## src/mcad_pkg.sv

```systemverilog
// Behaviour
// RL1: Single-output check opcode, selector, on/off bit
// RL2: Selector codes map HS pairs, LS vds
// RL3: Checks change only on permitted outputs
// RL4: All checks disabled after reset
// RL5: Check operand 0 disables, 1 enables
// RL6: All-output check acts on permitted outputs
// RL7: Enabled fault condition raises error interrupt
// RL8: Shortcut check opcode with four 2-bit fields
// RL9: Field 00 keep, 10 off, 11 on
// RL10: Shortcut targets follow current shortcut mapping
// RL11: Return-config opcode with 2-bit operand
// RL12: Operand 00 ignore, 10 continue, 11 restart
// RL13: Return requests ignored after reset
// RL14: Driver re-enable issues return when selected
// RL15: Status access issues return after fault
// RL16: Software sets status clear-on-read first
package mcad_pkg;

  // ---------------------------------------------------------------
  // Instruction encodings
  // ---------------------------------------------------------------
  localparam logic [10:0] OPC_SINGLE   = 11'h1A6;
  localparam logic [14:0] OPC_ALL      = 15'h1B00;
  localparam logic [7:0]  OPC_SHORTCUT = 8'h26;
  localparam logic [13:0] OPC_RETCFG   = 14'h0D81;

  localparam logic [1:0] FLD_KEEP = 2'h0;
  localparam logic [1:0] FLD_NA   = 2'h1;
  localparam logic [1:0] FLD_OFF  = 2'h2;
  localparam logic [1:0] FLD_ON   = 2'h3;

  typedef enum logic [1:0] {
    MCAD_RET_NONE     = 2'h0,
    MCAD_RET_CONTINUE = 2'h2,
    MCAD_RET_RESTART  = 2'h3
  } mcad_ret_t;

  // ---------------------------------------------------------------
  // Outputs: index 0..4 high side, 5..11 low side
  // ---------------------------------------------------------------
  localparam int          NUM_DRV    = 12;
  localparam int          NUM_HS     = 5;
  localparam logic [3:0]  SEL_LS_BASE = 4'hA;
  localparam logic [3:0]  LS_FIRST   = 4'h5;
  localparam logic [3:0]  SC_UNDEF   = 4'hC;

  // ---------------------------------------------------------------
  // Register indices, byte address is four times the index
  // ---------------------------------------------------------------
  localparam logic [9:0] IDX_PERM_A  = 10'h184;
  localparam logic [9:0] IDX_PERM_B  = 10'h185;
  localparam logic [9:0] IDX_PERM_C  = 10'h186;
  localparam logic [9:0] IDX_PERM_D  = 10'h187;
  localparam logic [9:0] IDX_SETUP   = 10'h1C5;
  localparam logic [9:0] IDX_FSTATE  = 10'h1D2;
  localparam logic [9:0] IDX_IRQ_ST  = 10'h1E0;
  localparam logic [9:0] IDX_IRQ_EN  = 10'h1E1;
  localparam logic [9:0] IDX_IRQ_CLR = 10'h1E2;
  localparam logic [9:0] IDX_CHK_ST  = 10'h1E3;

  localparam logic [15:0] PERM_RST  = 16'h0000;
  localparam logic [15:0] SETUP_RST = 16'h0000;
  localparam int SETUP_RET_SRC = 0;
  localparam int SETUP_CLR_RD  = 1;
  localparam int FSTATE_SRC    = 12;

  localparam int NUM_IRQ  = 3;
  localparam int IRQ_DIAG = 0;
  localparam int IRQ_RET  = 1;
  localparam int IRQ_BAD  = 2;
  localparam int CHK_SRC_LSB = 12;

endpackage

```

## src/mcad_decode.sv

```systemverilog
// Chosen here: the APB register port.
`timescale 1ns/1ps
`default_nettype none
module mcad_decode (
  input  wire logic        pclk,
  input  wire logic        presetn,
  input  wire logic        psel,
  input  wire logic        penable,
  input  wire logic        pwrite,
  input  wire logic [11:0] paddr,
  input  wire logic [31:0] pwdata,
  output logic      [31:0] prdata,
  output logic             pready,
  output logic             pslverr,
  input  wire logic [1:0]  core_index,
  input  wire logic        instr_valid,
  input  wire logic [15:0] instr_word,
  input  wire logic [3:0]  shortcut1_map,
  input  wire logic [3:0]  shortcut2_map,
  input  wire logic [3:0]  shortcut3_map,
  input  wire logic [11:0] vds_fault_pin,
  input  wire logic [4:0]  src_fault_pin,
  input  wire logic        drivers_reenabled,
  output logic             instr_taken,
  output logic             diag_irq,
  output logic             ret_continue,
  output logic             ret_restart,
  output logic             irq
);

  // ---------------------------------------------------------------
  // Helpers
  // ---------------------------------------------------------------
  function automatic logic [11:0] sc_apply(input logic [11:0] vec,
                                           input logic [3:0]  tgt,
                                           input logic [1:0]  op,
                                           input logic [11:0] perm);
    logic [11:0] r;
    r = vec;
    if (tgt < mcad_pkg::SC_UNDEF && perm[tgt]) begin // RL3
      if (op == mcad_pkg::FLD_ON) begin // RL9
        r[tgt] = 1'b1;
      end else if (op == mcad_pkg::FLD_OFF) begin // RL9
        r[tgt] = 1'b0;
      end
    end
    return r;
  endfunction

  function automatic logic [31:0] word16(input logic [15:0] v);
    return {16'h0000, v};
  endfunction

  function automatic logic [31:0] word_irq(input logic [mcad_pkg::NUM_IRQ-1:0] v);
    return {29'h0, v};
  endfunction

  // Driver index of a single-output selector code
  function automatic logic [3:0] sel_drv(input logic [3:0] sel);
    if (sel < mcad_pkg::SEL_LS_BASE) begin // RL2
      return {1'b0, sel[3:1]};
    end
    return sel - mcad_pkg::SEL_LS_BASE + mcad_pkg::LS_FIRST; // RL2
  endfunction

  // ---------------------------------------------------------------
  // Declarations
  // ---------------------------------------------------------------
  logic [15:0] perm_q [4];
  logic [15:0] setup_q;
  logic [15:0] fstate_q;
  localparam int NUM_IRQ_W = mcad_pkg::NUM_IRQ;
  logic [NUM_IRQ_W-1:0] irq_st_q;
  logic [NUM_IRQ_W-1:0] irq_en_q;
  logic [11:0] vds_en_q;
  logic [11:0] vds_en_d;
  logic [4:0]  src_en_q;
  logic [4:0]  src_en_d;
  mcad_pkg::mcad_ret_t ret_mode_q;
  logic [16:0] fs1_q;
  logic [16:0] fs2_q;
  logic [16:0] fs3_q;
  logic [16:0] flt_q;
  logic        hit_q;
  logic        diag_pend_q;
  logic [11:0] perm;
  logic [9:0]  idx;
  logic        hit_single;
  logic        hit_all;
  logic        hit_sc;
  logic        hit_ret;
  logic        bad_op;
  logic        hit_now;
  logic        diag_evt;
  logic        wr_acc;
  logic        rd_acc;
  logic        fs_access;
  logic        ret_req;
  logic        ret_evt;
  logic [31:0] rd_mux;
  logic        rd_ok;
  logic [3:0]  drv;
  logic [11:0] sc_src;
  logic [15:0] fstate_clr;

  assign perm = perm_q[core_index][11:0];
  assign idx  = paddr[11:2];

  // ---------------------------------------------------------------
  // Instruction decode
  // ---------------------------------------------------------------
  assign hit_single = instr_valid && instr_word[15:5] == mcad_pkg::OPC_SINGLE; // RL1
  assign hit_all    = instr_valid && instr_word[15:1] == mcad_pkg::OPC_ALL; // RL6
  assign hit_sc     = instr_valid && instr_word[15:8] == mcad_pkg::OPC_SHORTCUT; // RL8
  assign hit_ret    = instr_valid && instr_word[15:2] == mcad_pkg::OPC_RETCFG; // RL11
  assign bad_op = (hit_ret && instr_word[1:0] == mcad_pkg::FLD_NA) ||
                  (hit_sc && (instr_word[7:6] == mcad_pkg::FLD_NA ||
                              instr_word[5:4] == mcad_pkg::FLD_NA ||
                              instr_word[3:2] == mcad_pkg::FLD_NA ||
                              instr_word[1:0] == mcad_pkg::FLD_NA));

  always_comb begin
    vds_en_d = vds_en_q;
    src_en_d = src_en_q;
    drv      = 4'h0;
    sc_src   = 12'h000;
    if (hit_single) begin
      if (instr_word[4:1] < mcad_pkg::SEL_LS_BASE) begin // RL2
        drv = sel_drv(instr_word[4:1]);
        if (perm[drv]) begin // RL3
          if (instr_word[1]) begin
            src_en_d[drv[2:0]] = instr_word[0]; // RL5
          end else begin
            vds_en_d[drv] = instr_word[0]; // RL5
          end
        end
      end else begin
        drv = sel_drv(instr_word[4:1]); // RL2
        if (perm[drv]) begin // RL3
          vds_en_d[drv] = instr_word[0]; // RL5
        end
      end
    end else if (hit_all) begin
      if (instr_word[0]) begin // RL5
        vds_en_d = vds_en_q | perm; // RL6
        src_en_d = src_en_q | perm[4:0];
      end else begin
        vds_en_d = vds_en_q & ~perm; // RL6
        src_en_d = src_en_q & ~perm[4:0];
      end
    end else if (hit_sc) begin
      // Mapping is resolved once, at execution time
      vds_en_d = sc_apply(vds_en_d, shortcut1_map, instr_word[7:6], perm); // RL10
      vds_en_d = sc_apply(vds_en_d, shortcut2_map, instr_word[3:2], perm); // RL10
      vds_en_d = sc_apply(vds_en_d, shortcut3_map, instr_word[1:0], perm); // RL10
      if (shortcut1_map < mcad_pkg::LS_FIRST) begin
        sc_src   = sc_apply({7'h00, src_en_d}, shortcut1_map, instr_word[5:4], perm); // RL9
        src_en_d = sc_src[4:0];
      end
    end
  end

  // ---------------------------------------------------------------
  // Check enables and return mode
  // ---------------------------------------------------------------
  always_ff @(posedge pclk or negedge presetn) begin
    if (!presetn) begin
      vds_en_q <= 12'h000; // RL4
      src_en_q <= 5'h00; // RL4
    end else begin
      vds_en_q <= vds_en_d;
      src_en_q <= src_en_d;
    end
  end

  always_ff @(posedge pclk or negedge presetn) begin
    if (!presetn) begin
      ret_mode_q <= mcad_pkg::MCAD_RET_NONE; // RL13
    end else if (hit_ret && instr_word[1:0] != mcad_pkg::FLD_NA) begin
      ret_mode_q <= mcad_pkg::mcad_ret_t'(instr_word[1:0]); // RL12
    end
  end

  always_ff @(posedge pclk or negedge presetn) begin
    if (!presetn) begin
      instr_taken <= 1'b0;
    end else begin
      instr_taken <= hit_single | hit_all | hit_sc | hit_ret;
    end
  end

  // ---------------------------------------------------------------
  // Feedback filter: three stages, change when last two agree
  // ---------------------------------------------------------------
  always_ff @(posedge pclk or negedge presetn) begin
    if (!presetn) begin
      fs1_q <= 17'h00000;
      fs2_q <= 17'h00000;
      fs3_q <= 17'h00000;
      flt_q <= 17'h00000;
    end else begin
      fs1_q <= {src_fault_pin, vds_fault_pin};
      fs2_q <= fs1_q;
      fs3_q <= fs2_q;
      flt_q <= (fs2_q & fs3_q) | (flt_q & (fs2_q | fs3_q));
    end
  end

  // Edge of the combined condition, so one fault fires once
  assign hit_now  = |(flt_q[11:0] & vds_en_q) | |(flt_q[16:12] & src_en_q);
  assign diag_evt = hit_now && !hit_q;

  always_ff @(posedge pclk or negedge presetn) begin
    if (!presetn) begin
      hit_q    <= 1'b0;
      diag_irq <= 1'b0;
    end else begin
      hit_q    <= hit_now;
      diag_irq <= diag_evt; // RL7
    end
  end

  // ---------------------------------------------------------------
  // APB access
  // ---------------------------------------------------------------
  assign wr_acc    = psel && penable && pready && pwrite;
  assign rd_acc    = psel && penable && pready && !pwrite;
  assign fs_access = (wr_acc || rd_acc) && idx == mcad_pkg::IDX_FSTATE;

  always_comb begin
    rd_mux = 32'h0000_0000;
    rd_ok  = 1'b1;
    unique case (idx)
      mcad_pkg::IDX_PERM_A:  rd_mux = word16(perm_q[0]);
      mcad_pkg::IDX_PERM_B:  rd_mux = word16(perm_q[1]);
      mcad_pkg::IDX_PERM_C:  rd_mux = word16(perm_q[2]);
      mcad_pkg::IDX_PERM_D:  rd_mux = word16(perm_q[3]);
      mcad_pkg::IDX_SETUP:   rd_mux = word16(setup_q);
      mcad_pkg::IDX_FSTATE:  rd_mux = word16(fstate_q);
      mcad_pkg::IDX_IRQ_ST:  rd_mux = word_irq(irq_st_q);
      mcad_pkg::IDX_IRQ_EN:  rd_mux = word_irq(irq_en_q);
      mcad_pkg::IDX_IRQ_CLR: rd_mux = 32'h0000_0000;
      mcad_pkg::IDX_CHK_ST:  rd_mux = {13'h0, ret_mode_q, src_en_q, vds_en_q};
      default:               rd_ok  = 1'b0;
    endcase
  end

  // Zero wait states; data and error are staged in the setup cycle
  always_ff @(posedge pclk or negedge presetn) begin
    if (!presetn) begin
      pready  <= 1'b0;
      prdata  <= 32'h0000_0000;
      pslverr <= 1'b0;
    end else begin
      pready <= 1'b1;
      if (psel && !penable) begin
        prdata  <= pwrite ? 32'h0000_0000 : rd_mux;
        pslverr <= !rd_ok;
      end
    end
  end

  always_ff @(posedge pclk or negedge presetn) begin
    if (!presetn) begin
      for (int i = 0; i < 4; i++) begin
        perm_q[i] <= mcad_pkg::PERM_RST; // RL4
      end
      setup_q <= mcad_pkg::SETUP_RST;
    end else if (wr_acc) begin
      for (int i = 0; i < 4; i++) begin
        if (idx == mcad_pkg::IDX_PERM_A + 10'(i)) begin
          perm_q[i] <= pwdata[15:0];
        end
      end
      if (idx == mcad_pkg::IDX_SETUP) begin
        setup_q <= pwdata[15:0];
      end
    end
  end

  // ---------------------------------------------------------------
  // Fault state
  // ---------------------------------------------------------------
  // Read clear and write-one clear share one mask
  always_comb begin
    fstate_clr = 16'h0000;
    if (rd_acc && idx == mcad_pkg::IDX_FSTATE && setup_q[mcad_pkg::SETUP_CLR_RD]) begin
      fstate_clr = 16'hFFFF;
    end else if (wr_acc && idx == mcad_pkg::IDX_FSTATE) begin
      fstate_clr = pwdata[15:0];
    end
  end

  // Latched faults; a new fault wins over read clear or write-one clear
  always_ff @(posedge pclk or negedge presetn) begin
    if (!presetn) begin
      fstate_q <= 16'h0000;
    end else begin
      fstate_q <= (fstate_q & ~fstate_clr) |
                  {3'h0, |(flt_q[16:12] & src_en_q), flt_q[11:0] & vds_en_q};
    end
  end

  // ---------------------------------------------------------------
  // Automatic interrupt return
  // ---------------------------------------------------------------
  assign ret_req = setup_q[mcad_pkg::SETUP_RET_SRC] ? (fs_access && diag_pend_q) : // RL15
                                                      drivers_reenabled; // RL14
  assign ret_evt = ret_req && ret_mode_q != mcad_pkg::MCAD_RET_NONE; // RL12

  always_ff @(posedge pclk or negedge presetn) begin
    if (!presetn) begin
      diag_pend_q <= 1'b0;
    end else if (diag_evt) begin
      diag_pend_q <= 1'b1;
    end else if (fs_access) begin
      diag_pend_q <= 1'b0; // RL15
    end
  end

  always_ff @(posedge pclk or negedge presetn) begin
    if (!presetn) begin
      ret_continue <= 1'b0;
      ret_restart  <= 1'b0;
    end else begin
      ret_continue <= ret_evt && ret_mode_q == mcad_pkg::MCAD_RET_CONTINUE; // RL12
      ret_restart  <= ret_evt && ret_mode_q == mcad_pkg::MCAD_RET_RESTART; // RL12
    end
  end

  // ---------------------------------------------------------------
  // Interrupt status, enable and clear
  // ---------------------------------------------------------------
  always_ff @(posedge pclk or negedge presetn) begin
    if (!presetn) begin
      irq_en_q <= '0;
    end else if (wr_acc && idx == mcad_pkg::IDX_IRQ_EN) begin
      irq_en_q <= pwdata[NUM_IRQ_W-1:0];
    end
  end

  always_ff @(posedge pclk or negedge presetn) begin
    if (!presetn) begin
      irq_st_q <= '0;
    end else begin
      for (int i = 0; i < NUM_IRQ_W; i++) begin
        if ((i == mcad_pkg::IRQ_DIAG && diag_evt) ||
            (i == mcad_pkg::IRQ_RET && ret_evt) ||
            (i == mcad_pkg::IRQ_BAD && bad_op)) begin
          irq_st_q[i] <= 1'b1;
        end else if (wr_acc && idx == mcad_pkg::IDX_IRQ_CLR && pwdata[i]) begin
          irq_st_q[i] <= 1'b0;
        end
      end
    end
  end

  always_ff @(posedge pclk or negedge presetn) begin
    if (!presetn) begin
      irq <= 1'b0;
    end else begin
      irq <= |(irq_st_q & irq_en_q);
    end
  end

endmodule
`default_nettype wire

```

## config.mk

```make
export PLATFORM = sky130hd
export DESIGN_NAME = mcad_decode
export DESIGN_NICKNAME = d
export VERILOG_FILES = /design/src/mcad_pkg.sv /design/src/mcad_decode.sv
export SDC_FILE = /design/constraint.sdc
export NUM_CORES = 1
export LEC_CHECK = 0
export BUFFER_PORTS_ARGS = -buffer_cell sky130_fd_sc_hd__buf_2
export CORE_UTILIZATION = 47
export CTS_CLUSTER_SIZE = 14
export DETAILED_ROUTE_END_ITERATION = 8
export GPL_ROUTABILITY_DRIVEN = 0
export HOLD_SLACK_MARGIN = 0.08
export PLACE_DENSITY = 0.68
export SYNTH_ARGS = -nofsm -noshare
export SYNTH_HDL_FRONTEND = slang
export SYNTH_SLANG_ARGS = --single-unit
```

## constraint.sdc

```tcl
create_clock -name pclk -period 2.9 [get_ports pclk]
set_clock_uncertainty 0.1 [all_clocks]
set_input_delay 0.58 -clock pclk [delete_from_list [all_inputs] [get_ports pclk]]
set_output_delay 0.58 -clock pclk [all_outputs]
set_load 0.005 [all_outputs]
```

==> summary.txt <==
Outcome
  – Status: complete, no violations

Layout
  – FF/Latch Area: 0.00543 sq mm
  – Area grow syn2layout: 21.7%
  – Diodes inserted: 0
  – Area of the multi-input gates: 0.00560 sq mm
  – Nets: 1341
  – Cell area after layout: 0.0138 sq mm
  – Layout cell share with drive strength beyond 1: 32.1%
  – Filler cells: 1993

Synthesis
  – Largest cells by area after synthesis: dfrtp_1, mux2_2, mux4_2
  – Post-synth EDFFs: 0
  – Commonest cells in the synthesized netlist: dfrtp_1, nand2_1, mux2_2
  – Ys flop type: dfrtp_1
  – Yosys top cell area share: 47.9%
  – Synth area leader: dfrtp_1
  – FF+latch count, synth: 217
  – Post-synthesis cell type count: 69
  – Synth Cell Area: 0.0113 sq mm
  – Most frequent cell after synthesis: dfrtp_1
  – Sequential element share of the synthesized area: 47.9%
  – Yosys warns: 0
  – Mapped Cells: 1040
  – Synthesized area per cell: 10.9 sq um
  – Post-synth ARST share: 100%

Routing
  – Routed Antenna Nets: 0
  – Vias per inst: 6.09
  – Total wire length: 32800 um
  – Violation count after the first detailed-route iteration: 831
  – Avg WL per Cell: 20.9 um
  – Via count: 9575
  – DRT Pass-1 Iters: 6
  – DRC violation count after routing: 0

Place
  – Dpl cell area: 0.0129 sq mm
  – Post-detail-place hpwl: 24200 um
  – I/O Buffers: 105

Power
  – Worst VDD drop: 0.504 mV
  – Pwr Total: 6.43 mW
  – PwrDens: 466 mW/mm^2
  – Pleak: 6.30 nW

STA
  – Fmax achieved: 364 MHz
  – Worst slew margin: 49.5%
  – Final Hold Viols: 0
  – Period utilization: 94.8%
  – Max-slew violation count: 0
  – Tmin final: 2.75 ns
  – Worst slew pin tran: 0.755 ns
  – Endpoints failing setup: 0
  – RSZ-0062 raised after global routing: no

Floorplanning
  – IO Pins: 137
  – Die X: 157 um
  – Die Ht: 157 um
  – Placeable Area: 0.0235 sq mm
  – Die ar.: 0.0247 sq mm
  – Initial core utilization: 48.1%
  – Cell Rows: 56

Clock tree
  – Worst-path clk slew: 0.06 ns
  – Num CTS Buffers: 22
  – Worst-Skew Late Latency: 0.51 ns
  – Root buf cell: clkbuf_16
  – Post-CTS Hold Fix Bufs: 18
  – Resize count post-CTS: 0
  – Clk sinks: 217
  – CTS tree: yes
  – Maximum root-to-sink buffer count: 3
  – H-tree depth: 1
  – Post-CTS setup buffer count: 0

Critical path
  – Critical path endpoint category: register
  – Critical Path Start Type: primary input
  – Crit path kind: in2reg
  – CP arrival: 3.04 ns
  – CP max FO: 16
  – Worst Path Required: 3.19 ns

Global routing
  – Overflow after GRT: 0
  – Vias in the first global route: 9299
  – First-pass GRT wire length: 51500 um
  – Initial antenna violation count: 2
  – Total track usage: 27.1%
  – Largest net degree at the start of global routing: 86

Min path
  – Class of the worst hold path: in2reg

Flow run
  – MaxCap Viol Count: 0
## power breakdown
group | total, mW | internal (mW) | switching [mW]
combinational | 0.541 | 0.215 | 0.326
clock | 2.75 | 1.59 | 1.16
sequential | 3.14 | 3.10 | 0.0429
## cell type report
cell class              count  area share, %
well taps                 319           2.89
multi-input cells         747           40.6
clock buffers              27           4.43
repair buffers            232           11.5
clock inverters            12          0.671
flip-flops and latches    217           39.4
inverters                  18          0.517
## placed cells by master, fill, tap and decap left out, types with 20 or more instances in the layout
cell type | netlist | routed
buf_2 | 6 | 104
a21oi_1 | 28 | 28
a22oi_1 | 35 | 35
dfrtp_1 | 217 | 217
clkbuf_16 | 0 | 23
o21ai_0 | 47 | 47
mux4_2 | 22 | 22
mux2_2 | 103 | 102
nor2_1 | 61 | 61
nand2_1 | 124 | 123
nor3_1 | 31 | 26
mux2i_1 | 20 | 20
buf_4 | 16 | 105
## flip-flops by register name, indices dropped and copies added, names as in the netlist, 2 cells and up, named ones only
name        flops
perm_q         64
fs3_q          17
irq_st_q        3
flt_q          17
ret_mode_q      2
fs2_q          17
fstate_q       16
irq_en_q        3
prdata         19
setup_q        16
fs1_q          17
## kinds of logic (layout without fill, tap and decap cells)
family / after synthesis / in the layout / synth area share (%)
AND/OR/NAND/NOR: 327 / 327 / 14.2
adder cells (fa/ha/maj): 22 / 22 / 2.05
multiplexers: 147 / 147 / 16.6
AO/OA/AOI/OAI: 237 / 237 / 15.5
flip-flops: 217 / 217 / 47.9
other: 2 / 14 / 0.0663
buffers and inverters: 88 / 289 / 3.71
## worst max-delay path, cell delays in order
cell	delay, ns
buf_2	0.28
buf_4	0.29
inv_2	0.08
mux2i_1	0.20
o311ai_0	0.38
nor2_1	0.12
a2111oi_0	0.57
buf_4	0.21
mux2_2	0.32
## layer usage
metal	share of wire, %	up-vias	wire length (um)	track usage [%]
met5	0.070	-	23	0
met4	3.7	4	1220	10.9
met3	9.3	90	3070	4.21
met2	45	503	14800	42.2
met1	42	4666	13700	37.9
li1	-	4312	-	-
## final timing paths
| kind | from | end | slack [ns] | depth (start not counted) |
|---|---|---|---|---|
| worst max register to register | perm_q[17] | register | 0.20 | 7 |
| worst min register to register | fs1_q[2] | fs2_q[2] | 0.25 | 0 |
| worst min-delay path | pwdata[13] | fstate_q[13] | 0.22 | 2 |
| min in group asynchronous | presetn | diag_irq | 0.56 | 2 |
| max in group asynchronous | presetn | async pin | 1.41 | 3 |
| worst max-delay path | core_index[0] | register | 0.15 | 9 |
## stage by stage
step / std cells / setup TNS [ns] / worst slack, ns / hold WS [ns] / utilization [%]
2_1_floorplan: 1052 / -1.23 / -0.197 / 0.184 / -
3_3_place_gp: 1515 / -1.97 / -0.225 / 0.232 / 54.8
3_5_place_dp: 1515 / -2.29 / -0.229 / 0.235 / 54.8
4_1_cts: 1572 / 0 / 0.258 / 0.202 / 58.6
5_1_grt: 1572 / 0 / 0.121 / 0.217 / 58.6
6_report: 1572 / 0 / 0.152 / 0.219 / 58.6
No activity file was read; power rests on OpenSTA's default activity.
